===== src/design/bis_defines.svh =====
/*
 Constants of the holding-brake interlock sequencer: register offsets,
 field widths, reset values and timing counts.
 Assumes inclusion by bare name from design and sim files.
*/
`ifndef BIS_DEFINES_SVH
`define BIS_DEFINES_SVH

////////////////////////////////////////////////////////////////////////
// register byte offsets
`define BIS_ADDR_W         8
`define BIS_OFS_OUT_SEL    8'h00
`define BIS_OFS_SON_DELAY  8'h04
`define BIS_OFS_BASE_WAIT  8'h08
`define BIS_OFS_BRK_SPEED  8'h0C
`define BIS_OFS_BRK_TIME   8'h10
`define BIS_OFS_STATUS     8'h14

////////////////////////////////////////////////////////////////////////
// field widths, reset values and selector codes
`define BIS_SEL_W          12
`define BIS_DELAY_W        12
`define BIS_WAIT_W         9
`define BIS_SPEED_W        7
`define BIS_TIME_W         7
`define BIS_RST_OUT_SEL    12'h210
`define BIS_RST_SON_DELAY  12'h000
`define BIS_RST_BASE_WAIT  9'h000
`define BIS_RST_BRK_SPEED  7'h64
`define BIS_RST_BRK_TIME   7'h32
`define BIS_CODE_BRAKE     4'h4
`define BIS_CODE_MAX       4'h9

////////////////////////////////////////////////////////////////////////
// timing
`define BIS_CLK_NS         8
`define BIS_MS_NS          1000000
`define BIS_CYC_PER_MS     (`BIS_MS_NS / `BIS_CLK_NS)
`define BIS_MS_PER_TICK10  10

////////////////////////////////////////////////////////////////////////
// bus answers
`define BIS_RESP_OKAY      2'h0
`define BIS_RESP_SLVERR    2'h2

`endif


===== src/design/bis_pkg.sv =====
/*
 Types of the holding-brake interlock sequencer.
 Assumes nothing beyond a SystemVerilog compiler.
*/
package bis_pkg;

	// sequencer states, gray along off -> on -> stop
	typedef enum logic [2:0] {
		BIS_ST_OFF      = 3'h0,
		BIS_ST_ON_WAIT  = 3'h1,
		BIS_ST_ON       = 3'h3,
		BIS_ST_RUN_STOP = 3'h2,
		BIS_ST_STOP_DLY = 3'h6
	} bis_state_e;

	// drive status functions that may share output terminals
	typedef struct packed {
		logic torque_detect_out;
		logic homing_done_out;
		logic excitation_out;
		logic overtravel_out;
		logic index_pulse_out;
		logic torque_limited_out;
		logic drive_ready_out;
		logic rotating_out;
		logic position_reached_out;
	} bis_status_s;

	typedef logic [9:0] bis_func_t;

endpackage


===== src/design/bis_tick_div.sv =====
/*
 Divider giving one-cycle 1 ms and 10 ms enable pulses.
 Assumes a single free-running clock and synchronous reset.
*/
`include "bis_defines.svh"

module bis_tick_div #(
	parameter int CYC_PER_MS = 125000
) (
	// clock and reset
	input  wire logic aclk,
	input  wire logic aresetn,
	// enables
	output logic      ms_tick,
	output logic      tick10
);

	localparam int CW = $clog2(CYC_PER_MS + 1);

	logic [CW-1:0] cyc_cnt;
	logic [3:0]    ms_cnt;
	wire           cyc_wrap = (cyc_cnt == CW'(CYC_PER_MS - 1));
	wire           ms_wrap  = (ms_cnt == 4'(`BIS_MS_PER_TICK10 - 1));

	generate
		if (CYC_PER_MS < 1) begin : g_bad
			$error("CYC_PER_MS must be at least one");
		end
	endgenerate

	always_ff @(posedge aclk) begin
		if (!aresetn) begin
			cyc_cnt <= '0;
			ms_cnt  <= 4'h0;
			ms_tick <= 1'b0;
			tick10  <= 1'b0;
		end else begin
			cyc_cnt <= cyc_wrap ? '0 : cyc_cnt + CW'(1);
			ms_tick <= cyc_wrap;
			tick10  <= cyc_wrap && ms_wrap;
			if (cyc_wrap)
				ms_cnt <= ms_wrap ? 4'h0 : ms_cnt + 4'h1;
		end
	end

endmodule


===== src/design/bis_top.sv =====
/*
 Holding-brake interlock sequencer with AXI4-Lite register access.
 Decides servo enable and brake release from the servo request, alarm
 and motor speed, and routes status functions to three output terminals.
 Assumes all inputs synchronous to aclk; motor_speed is |rpm|.
*/
// The AXI4-Lite register port and the register offsets were left to the implementer.
`include "bis_defines.svh"

module bis_top #(
	parameter int CYC_PER_MS = `BIS_CYC_PER_MS
) (
	// clock and reset
	input  wire logic                   aclk,
	input  wire logic                   aresetn,
	// axi4-lite write address
	input  wire logic                   s_axi_awvalid,
	output logic                        s_axi_awready,
	input  wire logic [`BIS_ADDR_W-1:0] s_axi_awaddr,
	input  wire logic [2:0]             s_axi_awprot,
	// axi4-lite write data
	input  wire logic                   s_axi_wvalid,
	output logic                        s_axi_wready,
	input  wire logic [31:0]            s_axi_wdata,
	input  wire logic [3:0]             s_axi_wstrb,
	// axi4-lite write response
	output logic                        s_axi_bvalid,
	input  wire logic                   s_axi_bready,
	output logic [1:0]                  s_axi_bresp,
	// axi4-lite read address
	input  wire logic                   s_axi_arvalid,
	output logic                        s_axi_arready,
	input  wire logic [`BIS_ADDR_W-1:0] s_axi_araddr,
	input  wire logic [2:0]             s_axi_arprot,
	// axi4-lite read data
	output logic                        s_axi_rvalid,
	input  wire logic                   s_axi_rready,
	output logic [31:0]                 s_axi_rdata,
	output logic [1:0]                  s_axi_rresp,
	// drive side
	input  wire logic                   servo_on_req,
	input  wire logic                   alarm,
	input  wire logic [15:0]            motor_speed,
	input  wire bis_pkg::bis_status_s   status_in,
	// outputs
	output logic                        servo_enable,
	output logic                        brake_release_out_n,
	output logic [2:0]                  term_out_n
);
	import bis_pkg::*;

	////////////////////////////////////////////////////////////////////
	// functions

	function automatic logic [31:0] merge(input logic [31:0] old,
	                                      input logic [31:0] data,
	                                      input logic [3:0]  strb);
		logic [31:0] res;
		res = old;
		for (int i = 0; i < 4; i++) begin
			if (strb[i])
				res[8*i +: 8] = data[8*i +: 8];
		end
		return res;
	endfunction

	// one selector digit picks one function; codes above 9 drive nothing
	function automatic logic route(input logic [3:0] code,
	                               input bis_func_t  funcs);
		return (code <= `BIS_CODE_MAX) ? funcs[code] : 1'b0;
	endfunction

	////////////////////////////////////////////////////////////////////
	// registers

	logic [`BIS_SEL_W-1:0]   out_sel;
	logic [`BIS_DELAY_W-1:0] son_delay;
	logic [`BIS_WAIT_W-1:0]  base_wait;
	logic [`BIS_SPEED_W-1:0] brk_speed;
	logic [`BIS_TIME_W-1:0]  brk_time;

	bis_state_e state;
	bis_state_e next_state;
	logic [11:0] ms_cnt;
	logic [9:0]  tmo_cnt;
	logic        rel;
	logic        next_rel;
	logic        next_en;

	////////////////////////////////////////////////////////////////////
	// bus slave

	logic        aw_held;
	logic        w_held;
	logic [`BIS_ADDR_W-1:0] wr_addr;
	logic [31:0] wr_data;
	logic [3:0]  wr_strb;

	wire aw_hs  = s_axi_awvalid && s_axi_awready;
	wire w_hs   = s_axi_wvalid && s_axi_wready;
	wire ar_hs  = s_axi_arvalid && s_axi_arready;
	wire do_wr  = aw_held && w_held && !s_axi_bvalid;
	wire [`BIS_ADDR_W-1:0] wa = wr_addr;
	wire [`BIS_ADDR_W-1:0] ra = s_axi_araddr;

	wire wr_sel   = (wa == `BIS_OFS_OUT_SEL);
	wire wr_dly   = (wa == `BIS_OFS_SON_DELAY);
	wire wr_wait  = (wa == `BIS_OFS_BASE_WAIT);
	wire wr_spd   = (wa == `BIS_OFS_BRK_SPEED);
	wire wr_tim   = (wa == `BIS_OFS_BRK_TIME);
	wire wr_hit   = wr_sel || wr_dly || wr_wait || wr_spd || wr_tim;

	wire [31:0] merged_sel  = merge(32'(out_sel),   wr_data, wr_strb);
	wire [31:0] merged_dly  = merge(32'(son_delay), wr_data, wr_strb);
	wire [31:0] merged_wait = merge(32'(base_wait), wr_data, wr_strb);
	wire [31:0] merged_spd  = merge(32'(brk_speed), wr_data, wr_strb);
	wire [31:0] merged_tim  = merge(32'(brk_time),  wr_data, wr_strb);

	wire [31:0] status_word = {tmo_cnt, 4'h0, ms_cnt, 3'(state), rel,
	                           servo_enable, 1'b0};
	wire rd_hit = (ra == `BIS_OFS_OUT_SEL) || (ra == `BIS_OFS_SON_DELAY) ||
	              (ra == `BIS_OFS_BASE_WAIT) || (ra == `BIS_OFS_BRK_SPEED) ||
	              (ra == `BIS_OFS_BRK_TIME) || (ra == `BIS_OFS_STATUS);
	wire [31:0] rd_word =
		(ra == `BIS_OFS_OUT_SEL)   ? 32'(out_sel) :
		(ra == `BIS_OFS_SON_DELAY) ? {{20{son_delay[11]}}, son_delay} :
		(ra == `BIS_OFS_BASE_WAIT) ? 32'(base_wait) :
		(ra == `BIS_OFS_BRK_SPEED) ? 32'(brk_speed) :
		(ra == `BIS_OFS_BRK_TIME)  ? 32'(brk_time) :
		(ra == `BIS_OFS_STATUS)    ? status_word : 32'h0000_0000;

	always_ff @(posedge aclk) begin
		if (!aresetn) begin
			aw_held <= 1'b0;
			w_held  <= 1'b0;
			wr_addr <= '0;
			wr_data <= 32'h0000_0000;
			wr_strb <= 4'h0;
		end else begin
			if (aw_hs) begin
				aw_held <= 1'b1;
				wr_addr <= s_axi_awaddr;
			end else if (do_wr) begin
				aw_held <= 1'b0;
			end
			if (w_hs) begin
				w_held  <= 1'b1;
				wr_data <= s_axi_wdata;
				wr_strb <= s_axi_wstrb;
			end else if (do_wr) begin
				w_held <= 1'b0;
			end
		end
	end

	always_ff @(posedge aclk) begin
		if (!aresetn) begin
			s_axi_awready <= 1'b1;
			s_axi_wready  <= 1'b1;
			s_axi_bvalid  <= 1'b0;
			s_axi_bresp   <= `BIS_RESP_OKAY;
		end else begin
			if (aw_hs)
				s_axi_awready <= 1'b0;
			else if (s_axi_bvalid && s_axi_bready)
				s_axi_awready <= 1'b1;
			if (w_hs)
				s_axi_wready <= 1'b0;
			else if (s_axi_bvalid && s_axi_bready)
				s_axi_wready <= 1'b1;
			if (do_wr) begin
				s_axi_bvalid <= 1'b1;
				s_axi_bresp  <= wr_hit ? `BIS_RESP_OKAY : `BIS_RESP_SLVERR;
			end else if (s_axi_bready) begin
				s_axi_bvalid <= 1'b0;
			end
		end
	end

	always_ff @(posedge aclk) begin
		if (!aresetn) begin
			s_axi_arready <= 1'b1;
			s_axi_rvalid  <= 1'b0;
			s_axi_rdata   <= 32'h0000_0000;
			s_axi_rresp   <= `BIS_RESP_OKAY;
		end else if (ar_hs) begin
			s_axi_arready <= 1'b0;
			s_axi_rvalid  <= 1'b1;
			s_axi_rdata   <= rd_word;
			s_axi_rresp   <= rd_hit ? `BIS_RESP_OKAY : `BIS_RESP_SLVERR;
		end else if (s_axi_rvalid && s_axi_rready) begin
			s_axi_arready <= 1'b1;
			s_axi_rvalid  <= 1'b0;
		end
	end

	// reset selector holds no brake code, so the brake drives nothing
	always_ff @(posedge aclk) begin
		if (!aresetn) begin
			out_sel   <= `BIS_RST_OUT_SEL;
			son_delay <= `BIS_RST_SON_DELAY;
			base_wait <= `BIS_RST_BASE_WAIT;
			brk_speed <= `BIS_RST_BRK_SPEED;
			brk_time  <= `BIS_RST_BRK_TIME;
		end else if (do_wr) begin
			if (wr_sel)
				out_sel <= merged_sel[`BIS_SEL_W-1:0];
			if (wr_dly)
				son_delay <= merged_dly[`BIS_DELAY_W-1:0];
			if (wr_wait)
				base_wait <= merged_wait[`BIS_WAIT_W-1:0];
			if (wr_spd)
				brk_speed <= merged_spd[`BIS_SPEED_W-1:0];
			if (wr_tim)
				brk_time <= merged_tim[`BIS_TIME_W-1:0];
		end
	end

	////////////////////////////////////////////////////////////////////
	// timebase

	logic ms_tick;
	logic tick10;

	bis_tick_div #(
		.CYC_PER_MS(CYC_PER_MS)
	) u_div (
		.aclk    (aclk),
		.aresetn (aresetn),
		.ms_tick (ms_tick),
		.tick10  (tick10)
	);

	////////////////////////////////////////////////////////////////////
	// brake sequencer

	wire        stop_req  = alarm || !servo_on_req;
	wire        start_req = servo_on_req && !alarm;
	wire        running   = motor_speed >= 16'(brk_speed);
	wire        slow      = motor_speed < 16'(brk_speed);
	wire        tmo_done  = tmo_cnt >= 10'(brk_time);
	wire        wait_done = tmo_cnt >= 10'(base_wait);
	wire        dly_neg   = son_delay[`BIS_DELAY_W-1];
	wire        dly_zero  = (son_delay == '0);
	wire [11:0] dly_mag   = dly_neg ? 12'(-son_delay) : son_delay;
	wire        dly_done  = ms_cnt >= dly_mag;

	always_comb begin
		next_state = state;
		next_rel   = rel;
		next_en    = servo_enable;
		unique case (state)
			BIS_ST_OFF: begin
				if (start_req) begin
					next_state = BIS_ST_ON_WAIT;
					next_en    = 1'b1;
				end
			end
			BIS_ST_ON_WAIT: begin
				if (stop_req) begin
					next_state = BIS_ST_OFF;
					next_en    = 1'b0;
				end else if (wait_done) begin
					next_state = BIS_ST_ON;
					next_rel   = 1'b1;
				end
			end
			BIS_ST_ON: begin
				if (stop_req && running) begin
					// servo off or alarm while moving
					next_state = BIS_ST_RUN_STOP;
					next_en    = 1'b0;
				end else if (stop_req && (alarm || dly_zero)) begin
					next_state = BIS_ST_OFF;
					next_en    = 1'b0;
					next_rel   = 1'b0;
				end else if (stop_req) begin
					// positive delay: brake first; negative: servo first
					next_state = BIS_ST_STOP_DLY;
					next_en    = dly_neg ? 1'b0 : 1'b1;
					next_rel   = dly_neg ? 1'b1 : 1'b0;
				end
			end
			BIS_ST_STOP_DLY: begin
				// an alarm cuts the delay short in either direction
				if (dly_done || alarm) begin
					next_state = BIS_ST_OFF;
					next_en    = 1'b0;
					next_rel   = 1'b0;
				end
			end
			BIS_ST_RUN_STOP: begin
				if (start_req) begin
					next_state = BIS_ST_ON;
					next_en    = 1'b1;
				end else if (slow || tmo_done) begin
					next_state = BIS_ST_OFF;
					next_rel   = 1'b0;
				end
			end
			default: begin
				next_state = BIS_ST_OFF;
				next_en    = 1'b0;
				next_rel   = 1'b0;
			end
		endcase
	end

	wire leave  = (next_state != state);
	wire tmo_on = (state == BIS_ST_RUN_STOP) || (state == BIS_ST_ON_WAIT);

	// timeout counter restarts on every state change, so servo on clears it
	always_ff @(posedge aclk) begin
		if (!aresetn) begin
			state   <= BIS_ST_OFF;
			rel     <= 1'b0;
			ms_cnt  <= 12'h000;
			tmo_cnt <= 10'h000;
		end else begin
			state <= next_state;
			rel   <= next_rel;
			if (leave)
				ms_cnt <= 12'h000;
			else if (ms_tick && state == BIS_ST_STOP_DLY && !dly_done)
				ms_cnt <= ms_cnt + 12'h001;
			if (leave)
				tmo_cnt <= 10'h000;
			else if (tick10 && tmo_on && tmo_cnt != 10'h3FF)
				tmo_cnt <= tmo_cnt + 10'h001;
		end
	end

	////////////////////////////////////////////////////////////////////
	// output terminals

	bis_func_t funcs;
	assign funcs = {status_in[8:4], next_rel, status_in[3:0]};

	always_ff @(posedge aclk) begin
		if (!aresetn) begin
			servo_enable        <= 1'b0;
			brake_release_out_n <= 1'b1;
		end else begin
			servo_enable        <= next_en;
			brake_release_out_n <= !next_rel;
		end
	end

	genvar g;
	generate
		for (g = 0; g < 3; g++) begin : g_term
			wire [3:0] code = out_sel[4*g +: 4];
			// pin low is active; a brake code carries release low
			always_ff @(posedge aclk) begin
				if (!aresetn)
					term_out_n[g] <= 1'b1;
				else
					term_out_n[g] <= !route(code, funcs);
			end
		end
	endgenerate

endmodule


===== config.mk =====
export PLATFORM = sky130hd
export DESIGN_NAME = bis_top
export DESIGN_NICKNAME = d
export VERILOG_FILES = /design/src/design/bis_pkg.sv /design/src/design/bis_tick_div.sv /design/src/design/bis_top.sv
export VERILOG_INCLUDE_DIRS = /design/src /design/src/design
export SDC_FILE = /design/constraint.sdc
export NUM_CORES = 1
export LEC_CHECK = 0
export BUFFER_PORTS_ARGS = -buffer_cell sky130_fd_sc_hd__buf_2
export CELL_PAD_IN_SITES_DETAIL_PLACEMENT = 1
export CELL_PAD_IN_SITES_GLOBAL_PLACEMENT = 1
export CORE_ASPECT_RATIO = 1.4
export CORE_MARGIN = 1.5
export CORE_UTILIZATION = 35
export DETAILED_ROUTE_END_ITERATION = 10
export PLACE_DENSITY_LB_ADDON = 0.05
export REMOVE_ABC_BUFFERS = 1
export SYNTH_ARGS = -nofsm -noshare
export SYNTH_HDL_FRONTEND = slang
export SYNTH_HIERARCHICAL = 1
export SYNTH_SLANG_ARGS = --single-unit

===== constraint.sdc =====
create_clock -name aclk -period 3.65 [get_ports aclk]
set_input_delay 0.5475 -clock aclk [delete_from_list [all_inputs] [get_ports aclk]]
set_output_delay 0.5475 -clock aclk [all_outputs]
set_load 0.02 [all_outputs]

==> metrics.md <==
| Metric | Value |
|---|---|
| Mapped Avg Cell Area | between 8 and 9 um2 |
| CP Class | register to register |
| Post-Synthesis Cells | about 1,000 |
| Cell area after synthesis | 0.00866 mm2 |
| Initial DRC count | 245 |
| Data arrival, critical path | ~3800 ps |
| Post_cts resized | 0 |
| Slew Viols, Final | 0 |
| Synth Flop Type | dfxtp_1 |
| CORE AREA | about 0.024 mm2 |
| Post-synth top area share | 0.372 |
| Critical path origin | son_delay[1] |
| EDFF count, synth | 0 |
| Family with the most delay on the worst path | compound AO/OA/AOI/OAI gates |
| CTS tree | yes |
| Slowest CP cell | or4_1 |
| Setup WS post-layout | around 180 ps |
| DP Wirelength | approximately 19,000 um |
| Clk root buf | clkbuf_16 |
| Gr usage total | 0.209 |
| Netlist cell types | 67 |
| Routability cong. | about 0.8 |
| FP Rows | 67 |
| Final setup viols | 0 |
| Pre-CTS setup slack | ~75 ps |
| Largest fanout on the critical path | 23 |
| Wire per inst | between 15 and 20 um |
| Antenna fix cells | 0 |
| Setup Buffers After CTS | 0 |
| WP data required | between 3000 and 4000 ps |
| Seq/Total Area, Yosys | 0.372 |
| Final Net Count | 1,223 |
| Hold path cells | 3 |
| H-tree levels | 4 |
| Clock transition at path regs | 60 ps |
| Worst reg2reg path startpoint | son_delay[1] |
| Via count | 7,499 |
| Vias/cell | ~5.3 |
| Period utilisation layout | 0.950 |
| Chip height | 189 um |
| Initial antenna violation count | 0 |
| RSZ-0062 raised after global routing | no |
| Antenna viol nets, final | 0 |
| Starting Density | 0.359 |
| Most common cell in the synthesized netlist | dfxtp_1 |
| CP Capture Type | register |
| Port Buffer Count | about 110 |
| Fmax | a little under 300 MHz |
| CTS Sinks | approximately 160 |
| Number of synthesized register bits | 161 |
| Min-delay worst type | primary input to register |
| Placed cells | 1,382 |
| Startpoint types | register |
| Most frequent cells after synthesis | dfxtp_1 (161), nand2_1 (126), mux2i_1 (58) |
| Num CTS Buffers | 17 |
| Die W | roughly 140 um |
| Async S/R FF share, synth | 0 |
| Critical-path cell list | or4_1, o41ai_2, xor2_1, ha_1, a211oi_1, nand3_1, a221o_1, nor3_4, buf_4, nor4_4, buf_12, a221oi_1 |
| Boundary Pins | approximately 140 |
| Power density cells | between 300 and 400 mW/mm2 |
| Fin cells | 1,412 |
| Global-route wire length before repair | about 42,000 um |
| HP Start | s_axi_awaddr[6] |
| Clock Latency Late Sink | ~440 ps |
| Area growth from synthesis to layout | 16.8% |
| Share of layout cells above drive strength 1 | 0.164 |
| Residual DRC | 0 |
| Reg2Reg Setup Slack | ~180 ps |
| Rel. slew slack | 0.328 |
| Stages on the worst setup path | 12 |
| Status | finished, final reports clean |
| Max IR drop VDD | around 0.32 mV |
| Final WL | between 20,000 and 30,000 um |
| Die area | about 0.026 mm2 |
| Max Root-Sink Buffers | 2 |
| Clock skew | ~8.6 ps |
| Cts hold-fix bufs | 0 |
| Grt ovf | 0 |
| Ranking of synthesized cells by area | dfxtp_1 (37%), mux2i_1 (6.7%), ha_1 (5.8%), nand2_1 (5.5%), a21boi_0 (4.3%) |
| Leakage Power | a little over 4 nW |
| Vias in the first global route | 7,851 |
| Max cap viols | 0 |
| Transition time of the tightest slew-check pin | about 1000 ps |
| Final hold vios | 0 |
| Worst R2R Path Depth | 12 |
| First-pass DRT Iterations | 4 |
| CP Buf/Inv Count | 2 |
| Yosys warnings | 6 |
| Synth area leader | dfxtp_1 |
| Largest net degree at the start of global routing | a little under 70 |
| Crit-path max cell delay | roughly 600 ps |
| Post-layout min period | 3470 ps |
## metrics by stage
step                      total power [mW]  hold WS [ps]  cell area, um2  setup TNS (ps)  utilization
after detailed placement              2.16           456            9520               0        0.394
after global placement                2.16           448            9520               0        0.394
final                                 3.89           351           10100               0        0.419
after CTS                             3.94           338           10100               0        0.418
after global routing                  4.04           355           10100               0        0.419
after floorplan                       2.00           433            8400           -1050            -
## tightest hold or removal path: stages
cell	delay, ps
buf_2	90
nand2_1	40
a21boi_0	60
## power by group
group	internal [mW]	switching (mW)	leakage, nW
clock	1.03	0.742	0.274
combinational	0.109	0.177	2.51
sequential	1.79	0.0381	1.30
total	2.93	0.956	4.09
## flip-flops by register name (all words and copies together) (netlist names), 2 cells and up
| register | cells |
|---|---|
| term_out_n | 3 |
| wr_strb | 2 |
| state | 3 |
| son_delay | 12 |
| base_wait | 9 |
| ms_cnt | 12 |
| s_axi_rdata | 29 |
| u_div/cyc_cnt | 17 |
| u_div/ms_cnt | 4 |
| wr_data | 12 |
| tmo_cnt | 10 |
| out_sel | 12 |
| brk_speed | 7 |
| brk_time | 7 |
| wa | 8 |
## cell families (layout without fill, tap and decap cells)
logic type      after synthesis  count (layout)  share of synthesized area
mux                          64              64                     0.0748
flops                       161             161                      0.372
compound gates              223             223                      0.175
other cells                   1               2                   0.000433
xor+xnor                     41              41                     0.0415
simple gates                378             378                      0.233
buf+inv                      94             193                     0.0451
fa+ha+maj                    40              40                     0.0578
## area by class of cell
| class | count | area (um2) |
|---|---|---|
| clock buffer | 20 | 457 |
| clock inverter | 10 | 111 |
| fill | 2903 | 14000 |
| inverter | 34 | 128 |
| multi-input combinational | 748 | 5080 |
| sequential | 161 | 3220 |
| tap | 310 | 388 |
| timing repair buffer | 129 | 728 |
## worst paths after layout
path                    end
setup / recovery  ms_cnt[1]
hold / removal        wa[6]
setup reg to reg  ms_cnt[1]
hold reg to reg       wa[6]
## placed cells by master (no fill, tap or decap), types with 4 or more instances in the layout
cell type / n
buf_4: 21
nor4b_1: 5
nor4_1: 15
nand3b_1: 7
nand4_1: 14
o211ai_1: 17
ha_1: 40
inv_1: 34
a21boi_0: 50
a32oi_1: 6
o31ai_1: 8
and4_1: 4
nand2_1: 126
and2_1: 7
buf_2: 106
nand3_1: 41
or4_1: 5
or3_1: 5
a22oi_1: 4
a21oi_1: 38
a211oi_1: 23
nor2_1: 42
xor2_1: 18
dfxtp_1: 161
a21o_1: 5
a211o_1: 4
a31oi_1: 4
nand2b_1: 11
nor3_1: 15
and3_1: 13
mux2i_1: 58
nor2b_1: 47
xnor2_1: 23
o21ai_0: 38
mux2_2: 6
clkinv_2: 4
clkbuf_16: 17
## routing by layer
| metal | part of all wire | global-route usage | vias up |
|---|---|---|---|
| met1 | 0.45 | 0.255 | 3625 |
| met2 | 0.51 | 0.378 | 91 |
| met4 | 0.016 | 0.0614 | 0 |
| met3 | 0.022 | 0.0295 | 23 |
| li1 | - | - | 3760 |
| met5 | 0 | 0 | - |
Power figures use the tool's default switching activity.
